$ cat src/common/spl_pkg.sv
// Constants, types and decode functions of the self-programming block.
// Assumes a 25 MHz system clock and a bus master using whole-word transfers.
package spl_pkg;

   // ----------------------------------------------------------------------
   // Timing
   // ----------------------------------------------------------------------
   localparam int unsigned CLK_PERIOD_NS = 40;
   localparam int unsigned OP_MIN_NS = 3_700_000;
   localparam int unsigned OP_MAX_NS = 4_500_000;
   localparam int unsigned OP_MIN_CYC =
      (OP_MIN_NS + CLK_PERIOD_NS - 1) / CLK_PERIOD_NS;
   localparam int unsigned OP_MAX_CYC = OP_MAX_NS / CLK_PERIOD_NS;
   localparam int unsigned SPM_WIN_CYC = 4;
   localparam int unsigned LPM_WIN_CYC = 3;

   // ----------------------------------------------------------------------
   // Register map and fields
   // ----------------------------------------------------------------------
   localparam logic [31:0] ADDR_CTRL = 32'h0000_0000;
   localparam logic [31:0] ADDR_STAT = 32'h0000_0004;
   localparam int unsigned CTRL_SPM_EN = 0;
   localparam int unsigned CTRL_ERASE = 1;
   localparam int unsigned CTRL_WRITE = 2;
   localparam int unsigned CTRL_LOCKSET = 3;
   localparam int unsigned CTRL_REEN = 4;
   localparam int unsigned CTRL_BUSY = 6;
   localparam logic [4:0] CTRL_RST = 5'h00;
   localparam logic [3:0] BOOT_LOCK_RST = 4'hf;

   // ----------------------------------------------------------------------
   // Command patterns and pointer values
   // ----------------------------------------------------------------------
   localparam logic [4:0] CMD_REEN = 5'h11;
   localparam logic [4:0] CMD_LOCKSET = 5'h09;
   localparam logic [4:0] CMD_WRITE = 5'h05;
   localparam logic [4:0] CMD_ERASE = 5'h03;
   localparam logic [4:0] CMD_LOAD = 5'h01;
   localparam logic [15:0] Z_FUSE_LO = 16'h0000;
   localparam logic [15:0] Z_LOCK = 16'h0001;
   localparam logic [15:0] Z_FUSE_HI = 16'h0003;

   // ----------------------------------------------------------------------
   // Types
   // ----------------------------------------------------------------------
   typedef enum logic [1:0] {ST_IDLE, ST_PAGE, ST_LOCK} spl_state_t;

   typedef struct packed {
      logic exec;
      logic [7:0] r0;
   } spl_spm_t;

   typedef struct packed {
      logic exec;
      logic [15:0] z;
   } spl_lpm_t;

   typedef struct packed {
      logic valid;
      logic special;
      logic [7:0] data;
   } spl_lpm_rsp_t;

   // Only these low-five-bit patterns have any effect when written.
   function automatic logic cmd_legal(input logic [4:0] cmd);
      cmd_legal = (cmd == CMD_REEN) || (cmd == CMD_LOCKSET) ||
         (cmd == CMD_WRITE) || (cmd == CMD_ERASE) || (cmd == CMD_LOAD);
   endfunction : cmd_legal

endpackage : spl_pkg

$ cat src/hw/spl_top.sv
// Self-programming control: section blocking, lock programming and
// fuse/lock readback, with an AHB-Lite register slave.
// Assumes the core reports each store and load instruction as a one-cycle
// strobe and performs the ordinary flash read itself when not substituted.
//
// Our own choices: the AHB-Lite register port and the register offsets.

// Function
// - Block reads of the readable-while-write section during erase or write.
// - Busy flag stays set while that section is busy or blocked.
// - Software re-enables the section; the re-enable write clears busy.
// - Pattern X0001001 then store instruction within four cycles sets locks.
// - Only the boot lock bits can be programmed by the store path.
// - Each zero among R0 bits 5..2 programs its boot lock bit.
// - Lock programming never blocks any flash section.
// - Pending EEPROM write refuses programming and fuse or lock reads.
// - Pointer 0001 with lock-set and enable returns the lock byte.
// - Enable bits clear after the read or when the windows lapse.
// - With both bits clear the load instruction reads flash normally.
// - Lock byte: boot locks in bits 5..2, lock bits in 1..0.
// - Pointer 0000 returns the fuse low byte.
// - Pointer 0003 returns the fuse high byte.
// - Programmed bits read as zero, unprogrammed bits as one.
// - A flash operation runs to completion through a system reset.
// - Each operation lasts between 3.7 ms and 4.5 ms.
// - Control writes other than five legal low patterns are ignored.
// - Enable opens a four-cycle window and stays high during operations.
module spl_top #(
   parameter int unsigned OP_CYCLES = spl_pkg::OP_MIN_CYC
) (
   input wire logic clk_sys_i,              // system clock, 25 MHz
   input wire logic rst_b_i,                // system reset, active low
   input wire logic por_b_i,                // power-on reset, active low
   input wire logic ce_i,                   // clock enable
   input wire logic hsel_i,                 // AHB select
   input wire logic [31:0] haddr_i,         // AHB address
   input wire logic [1:0] htrans_i,         // AHB transfer type
   input wire logic hwrite_i,               // AHB write
   input wire logic [2:0] hsize_i,          // AHB size, words only
   input wire logic [31:0] hwdata_i,        // AHB write data
   input wire logic hready_i,               // AHB bus ready
   output logic [31:0] hrdata_o,            // AHB read data
   output logic hreadyout_o,                // AHB slave ready
   output logic hresp_o,                    // AHB response
   input wire spl_pkg::spl_spm_t spm_i,     // store instruction strobe
   input wire spl_pkg::spl_lpm_t lpm_i,     // load instruction strobe
   output spl_pkg::spl_lpm_rsp_t lpm_rsp_o, // load result
   input wire logic eeprom_write_active_i,  // EEPROM write pending
   input wire logic [7:0] fuse_low_i,       // fuse low byte levels
   input wire logic [7:0] fuse_high_i,      // fuse high byte levels
   input wire logic [1:0] lock_lo_i,        // lock_bit_2, lock_bit_1
   output logic rww_block_o                 // rww_busy_flag and read block
);

   // ----------------------------------------------------------------------
   // State
   // ----------------------------------------------------------------------
   spl_pkg::spl_state_t st;
   logic [4:0] ctrl;
   logic [3:0] boot_lock;
   logic [3:0] lock_mask;
   logic wr_pend;
   logic [31:0] wr_addr;
   logic spm_open;
   logic lpm_open;
   logic op_busy;
   logic op_done;

   // ----------------------------------------------------------------------
   // Decode
   // ----------------------------------------------------------------------
   wire addr_take = hsel_i & htrans_i[1] & hready_i;
   wire wr_ctrl = wr_pend & (wr_addr == spl_pkg::ADDR_CTRL);
   wire [4:0] cmd = hwdata_i[4:0];
   wire ee_blk = eeprom_write_active_i;
   wire idle = (st == spl_pkg::ST_IDLE);
   wire cmd_ok = wr_ctrl & spl_pkg::cmd_legal(cmd) & !ee_blk & idle;
   wire reen = cmd_ok & (cmd == spl_pkg::CMD_REEN);
   wire arm = cmd_ok & !reen;
   wire spm_take = spm_i.exec & spm_open & ctrl[spl_pkg::CTRL_SPM_EN] &
      !ee_blk & idle;
   wire page_go = spm_take &
      (ctrl[spl_pkg::CTRL_ERASE] | ctrl[spl_pkg::CTRL_WRITE]);
   wire lock_go = spm_take & ctrl[spl_pkg::CTRL_LOCKSET];
   wire rd_armed = ctrl[spl_pkg::CTRL_LOCKSET] & ctrl[spl_pkg::CTRL_SPM_EN];
   wire z_lo = (lpm_i.z == spl_pkg::Z_FUSE_LO);
   wire z_lk = (lpm_i.z == spl_pkg::Z_LOCK);
   wire z_hi = (lpm_i.z == spl_pkg::Z_FUSE_HI);
   wire lock_rd = lpm_i.exec & lpm_open & rd_armed & !ee_blk &
      (z_lo | z_lk | z_hi);
   wire ctrl_clr = spm_take | lock_rd | !spm_open;
   wire [7:0] lock_byte = {2'b11, boot_lock, lock_lo_i};
   wire [7:0] lpm_byte = z_lk ? lock_byte :
      (z_hi ? fuse_high_i : fuse_low_i);
   wire [7:0] ctrl_view = {1'b0, rww_block_o, 1'b0, ctrl[4:1],
      ctrl[spl_pkg::CTRL_SPM_EN] | !idle};
   wire [7:0] stat_view = {5'h00, ee_blk, st == spl_pkg::ST_LOCK,
      st == spl_pkg::ST_PAGE};
   wire [31:0] rd_data = (haddr_i == spl_pkg::ADDR_CTRL) ?
      {24'h000000, ctrl_view} : (haddr_i == spl_pkg::ADDR_STAT) ?
      {16'h0000, lock_byte, stat_view} : 32'h0000_0000;

   // ----------------------------------------------------------------------
   // Windows and operation timer
   // ----------------------------------------------------------------------
   spl_window #(.N(spl_pkg::SPM_WIN_CYC)) u_spm_win (
      .clk_sys_i(clk_sys_i),
      .rst_b_i(rst_b_i),
      .ce_i(ce_i),
      .start_i(arm),
      .cancel_i(spm_take | lock_rd),
      .open_o(spm_open)
   );

   spl_window #(.N(spl_pkg::LPM_WIN_CYC)) u_lpm_win (
      .clk_sys_i(clk_sys_i),
      .rst_b_i(rst_b_i),
      .ce_i(ce_i),
      .start_i(arm),
      .cancel_i(spm_take | lock_rd),
      .open_o(lpm_open)
   );

   spl_op_timer #(.CYCLES(OP_CYCLES)) u_timer (
      .clk_sys_i(clk_sys_i),
      .por_b_i(por_b_i),
      .ce_i(ce_i),
      .start_i(page_go | lock_go),
      .busy_o(op_busy),
      .done_o(op_done)
   );

   // ----------------------------------------------------------------------
   // Bus slave
   // ----------------------------------------------------------------------
   always_ff @(posedge clk_sys_i) begin
      if (!rst_b_i) begin
         wr_pend <= 1'b0;
         wr_addr <= '0;
         hrdata_o <= '0;
         hreadyout_o <= 1'b1;
         hresp_o <= 1'b0;
      end else if (ce_i) begin
         wr_pend <= addr_take & hwrite_i;
         if (addr_take) begin
            wr_addr <= haddr_i;
            hrdata_o <= rd_data;
         end
      end
   end

   // ----------------------------------------------------------------------
   // Control bits and load results
   // ----------------------------------------------------------------------
   always_ff @(posedge clk_sys_i) begin
      if (!rst_b_i) begin
         ctrl <= spl_pkg::CTRL_RST;
         lpm_rsp_o <= '0;
      end else if (ce_i) begin
         if (arm) begin
            ctrl <= cmd;
         end else if (ctrl_clr) begin
            ctrl <= spl_pkg::CTRL_RST;
         end
         lpm_rsp_o.valid <= lpm_i.exec;
         lpm_rsp_o.special <= lock_rd;
         lpm_rsp_o.data <= lock_rd ? lpm_byte : 8'h00;
      end
   end

   // ----------------------------------------------------------------------
   // Operation sequencer, kept through a system reset
   // ----------------------------------------------------------------------
   always_ff @(posedge clk_sys_i) begin
      if (!por_b_i) begin
         st <= spl_pkg::ST_IDLE;
         rww_block_o <= 1'b0;
         boot_lock <= spl_pkg::BOOT_LOCK_RST;
         lock_mask <= spl_pkg::BOOT_LOCK_RST;
      end else if (ce_i) begin
         case (st)
            spl_pkg::ST_IDLE: begin
               if (page_go) begin
                  st <= spl_pkg::ST_PAGE;
                  rww_block_o <= 1'b1;
               end else if (lock_go) begin
                  st <= spl_pkg::ST_LOCK;
                  lock_mask <= spm_i.r0[5:2];
               end else if (reen) begin
                  rww_block_o <= 1'b0;
               end
            end
            spl_pkg::ST_PAGE: begin
               if (op_done) begin
                  st <= spl_pkg::ST_IDLE;
               end
            end
            spl_pkg::ST_LOCK: begin
               if (op_done) begin
                  boot_lock <= boot_lock & lock_mask;
                  st <= spl_pkg::ST_IDLE;
               end
            end
            default: begin
               st <= spl_pkg::ST_IDLE;
            end
         endcase
      end
   end

   // ----------------------------------------------------------------------
   // Checks
   // ----------------------------------------------------------------------
   localparam int unsigned OPW = $clog2(OP_CYCLES + 1) + 1;
   logic [OPW-1:0] op_len;

   always_ff @(posedge clk_sys_i) begin
      if (!por_b_i) begin
         op_len <= '0;
      end else if (ce_i) begin
         if (page_go | lock_go) begin
            op_len <= OPW'(1);
         end else if (op_busy) begin
            op_len <= op_len + OPW'(1);
         end
      end
   end
endmodule : spl_top

$ cat src/hw/spl_window.sv
// Countdown window that stays open for N enabled cycles after a start.
// Assumes start and cancel are single-cycle strobes from the owner.
module spl_window #(
   parameter int unsigned N = 4
) (
   input wire logic clk_sys_i, // system clock
   input wire logic rst_b_i,   // synchronous reset, active low
   input wire logic ce_i,      // clock enable
   input wire logic start_i,   // open the window
   input wire logic cancel_i,  // close the window early
   output logic open_o         // window open
);
   localparam int unsigned W = $clog2(N + 1);
   localparam logic [W-1:0] LOAD = W'(N);

   logic [W-1:0] cnt;

   assign open_o = (cnt != '0);

   always_ff @(posedge clk_sys_i) begin
      if (!rst_b_i) begin
         cnt <= '0;
      end else if (ce_i) begin
         if (start_i) begin
            cnt <= LOAD;
         end else if (cancel_i) begin
            cnt <= '0;
         end else if (open_o) begin
            cnt <= cnt - W'(1);
         end
      end
   end

endmodule : spl_window

$ cat src/hw/spl_op_timer.sv
// Fixed-length timer for flash erase, write and lock programming.
// Assumes it is cleared only at power-on so a running operation survives
// a system reset.
module spl_op_timer #(
   parameter int unsigned CYCLES = spl_pkg::OP_MIN_CYC
) (
   input wire logic clk_sys_i, // system clock
   input wire logic por_b_i,   // power-on reset, active low
   input wire logic ce_i,      // clock enable
   input wire logic start_i,   // begin one operation
   output logic busy_o,        // operation running
   output logic done_o         // last cycle of the operation
);
   localparam int unsigned W = $clog2(CYCLES + 1);
   localparam logic [W-1:0] LOAD = W'(CYCLES);

   logic [W-1:0] cnt;

   assign busy_o = (cnt != '0);
   assign done_o = (cnt == W'(1));

   always_ff @(posedge clk_sys_i) begin
      if (!por_b_i) begin
         cnt <= '0;
      end else if (ce_i) begin
         if (start_i && !busy_o) begin
            cnt <= LOAD;
         end else if (busy_o) begin
            cnt <= cnt - W'(1);
         end
      end
   end

endmodule : spl_op_timer

$ cat config.mk
export PLATFORM = sky130hd
export DESIGN_NAME = spl_top
export DESIGN_NICKNAME = d
export VERILOG_FILES = /design/src/common/spl_pkg.sv /design/src/hw/spl_top.sv /design/src/hw/spl_window.sv /design/src/hw/spl_op_timer.sv
export SDC_FILE = /design/constraint.sdc
export NUM_CORES = 1
export LEC_CHECK = 0
export BUFFER_PORTS_ARGS = -buffer_cell sky130_fd_sc_hd__clkbuf_2
export CORE_UTILIZATION = 51
export CTS_BUF_LIST = sky130_fd_sc_hd__clkbuf_4 sky130_fd_sc_hd__clkbuf_8
export DETAILED_ROUTE_END_ITERATION = 12
export PLACE_DENSITY = 0.91
export SLEW_MARGIN = 20
export SYNTH_ARGS = -nofsm -noshare
export SYNTH_HDL_FRONTEND = slang
export SYNTH_SLANG_ARGS = --single-unit
$ cat constraint.sdc
create_clock -name clk_sys_i -period 2.25 [get_ports clk_sys_i]
set_input_delay 0.3375 -clock clk_sys_i [delete_from_list [all_inputs] [get_ports clk_sys_i]]
set_output_delay 0.3375 -clock clk_sys_i [all_outputs]
set_load 0.005 [all_outputs]
==> run_results.csv <==
group,metric,value,unit
floorplanning,coreArea,8680,um^2
power,ir_drop,0.642,mV
timing,layout_setup_ws,0.0602,ns
grt,antenna_found_initial,0,
synthesis,synth_ff_type,"dfxtp_1",
synthesis,yosysTopAreaCell,"dfxtp_1",
worst_setup_path,cp_data_arrival_time,2.44,ns
synthesis,synthTopCellsByArea,"dfxtp_1 (41%), nand2_1 (8.2%), a21boi_0 (5.6%)",
clocking,postCtsHoldBufs,0,
floorplanning,fp-row-count,34,
timing,rsz0062_at_grt,"true",
clocking,cts_max_level,3,
clocking,cts_buffers,9,
timing,hold_violations,0,
worst_setup_path,startpoint_type,"flop",
grt,use_met1,0.313,
worst_setup_path,cp_slowest_cell,"or4_4",
cells_and_area,nets,785,
detailed_routing,drtPass1Iterations,5,
clocking,cts_root_buf,"clkbuf_8",
timing,slew_headroom,0.597,
synthesis,avgSynthCellArea,8.44,um^2
synthesis,synth.ff_latch_count,94,
grt,grt_pass1_vias,4349,
floorplanning,dieHeight,96.6,um
synthesis,synth.most_common_cell,"nand2_1",
synthesis,ys_types,50,
cells_and_area,fillCellCount,663,
grt,grt_usage,0.254,
synthesis,yosysWarnings,0,
worst_setup_path,worst-r2r-cell-count,6,
synthesis,ys_seq_area_frac,0.412,
hold_path,hold_depth,3,
hold_path,hold_class,"primary input to flop",
clocking,numClockSinks,94,
clocking,cts_tree,"yes",
detailed_routing,via_per_inst,5.71,
cells_and_area,diodes,0,
synthesis,synth_cells,541,
power,p_leak,2.36,nW
floorplanning,initial_utilization,0.526,
detailed_routing,vias,4388,
cells_and_area,area_growth,20.7,%
synthesis,syn_area,4560,um^2
power,power_density,948,nW/um^2
placed_design,io_buffer_count,110,
timing,worst_slew_pin_slew,0.603,ns
timing,finalSetupTns,0,ns
timing,drv_slew,0,
placed_design,pre_cts_slack,0.0249,ns
floorplanning,ioPinCount,166,
timing,fin_crit_sh,0.973,
timing,clock_skew,0.0124,ns
detailed_routing,drc,0,
worst_setup_path,cp_cell_sequence,"or4_4 > or4_4 > o211ai_4 > nor3_1 > xor2_1 > and2_1",
flow_run,drv_cap,0,
placed_design,placed_cell_area,5190,um^2
timing,min_period,2.19,ns
worst_setup_path,cp.required,2.50,ns
timing,max_freq,457,MHz
grt,grtUsageMet3,0.0470,
cells_and_area,instances_no_fill,769,
grt,grt_first_pass_wirelength,19900,um
placed_design,gp_congestion,0.854,
worst_setup_path,cp-end-kind,"flop",
run_status,outcome,"complete, no violations",
detailed_routing,wire_per_inst,15.4,um
worst_setup_path,cpPeakStageDelay,0.57,ns
detailed_routing,wl,11800,um
timing,setup_viol,0,
worst_setup_path,crit_type,"flop to flop",
cells_and_area,regArea,1880,um^2
worst_setup_path,crit_top_cell,"or4_4",
clocking,path_clk_slew,0.10,ns
grt,grt_overflow,0,
worst_setup_path,worst-path-max-fanout,5,
synthesis,ys_async_sr_fraction,0,
grt,use_met2,0.429,
synthesis,synth_top_cell_area_share,0.412,
clocking,clockBufferDepth,2,
grt,grt-busiest-layer,"met2",
detailed_routing,drt_iter0_drc,304,
synthesis,synth-edff-count,0,
floorplanning,fp.dieW,96.6,um
cells_and_area,multi_input_area,2510,um^2
clocking,clock_latency,0.36,ns
synthesis,synthTopCellsByCount,"nand2_1 (100), dfxtp_1 (94), a21boi_0 (34)",
grt,grt_max_degree,65,
placed_design,dp_cells,748,
power,p_total,0.00522,W
floorplanning,die_area,9330,um^2
cells_and_area,drive_gt1_frac,0.251,
cells_and_area,final_cell_area,5510,um^2
placed_design,hpwl,8660,um
detailed_routing,drtAntennaViolNets,0,
layout make-up:
class / count / share of cell area
Clock buffer: 10 / 0.0239
Multi-Input combinational cell: 401 / 0.455
Tap cell: 108 / 0.0245
Inverter: 18 / 0.0123
Clock inverter: 6 / 0.0125
Sequential cell: 94 / 0.342
Timing Repair Buffer: 132 / 0.130
critical path, delay by kind of cell (launching register included):
family / cells / cell delay [ns]
xor gates and xnor gates: 1 / 0.15
and+or+nand+nor: 4 / 1.34
AOI/OAI and AO/OA: 1 / 0.25
DFF: 1 / 0.35
sequential cells by signal, summed over array words and instances (netlist names):
signal,flops
lpm_rsp_o,10
boot_lock,4
u_timer.cnt,17
lock_mask,4
rww_block_o,1
ctrl,5
u_lpm_win.cnt,2
wr_pend,1
st,2
u_spm_win.cnt,3
hrdata_o,13
wr_addr,32
cells by family after synthesis:
kind of cell,synth area share
DFF,0.412
muxes,0.0417
and+or+nand+nor,0.274
buffers and inverters,0.0699
AOI/OAI and AO/OA,0.155
xor gates and xnor gates,0.0230
adders and majority gates,0.0219
other,0.00165
per-stage QoR:
stage          utilization  hold slack, ns
2_1_floorplan            -           0.430
3_3_place_gp         0.598           0.437
3_5_place_dp         0.598           0.450
4_1_cts              0.624           0.186
5_1_grt              0.635           0.194
6_report             0.635           0.189
where the power goes:
| group | internal (W) | switching (W) | total, W |
|---|---|---|---|
| sequential | 0.00183 | 0.000180 | 0.00201 |
| combinational | 0.000994 | 0.00106 | 0.00206 |
| clock | 0.000535 | 0.000619 | 0.00115 |
layer usage:
layer,wire [um],part of all wire
met5,0,0
met4,358,0.030
met3,703,0.059
met2,5850,0.49
met1,4910,0.42
placed cells by master, fill, tap and decap left out, types with 6 or more instances in the layout:
cell / n
conb_1: 20
xor2_1: 8
mux2i_1: 19
a21boi_0: 34
nor2_1: 25
a21oi_1: 10
nand4_1: 11
ha_1: 7
clkbuf_8: 9
clkbuf_2: 110
and2_1: 6
inv_1: 18
nor4_1: 20
nor3_1: 9
a22oi_1: 10
nor2b_1: 21
nand3_1: 15
buf_4: 22
nand2_1: 100
dfxtp_1: 94
o221ai_1: 6
o21ai_0: 16
path summary, 6_finish.rpt:
check / startpoint / end / slack [ns]
worst max-delay path: u_timer.cnt[12] / u_timer.cnt[14] / 0.06
worst min-delay path: spm_i[4] / lock_mask[2] / 0.19
worst max register to register: u_timer.cnt[12] / u_timer.cnt[14] / 0.06
worst min register to register: ctrl[4] / ctrl[4] / 0.47
timing repair:
item	CTS	global route
setup buffers	0	5
gates resized for setup	3	10
pin swaps	0	5
endpoints found under the setup margin	8	17
No activity file was read; power rests on OpenSTA's default activity.
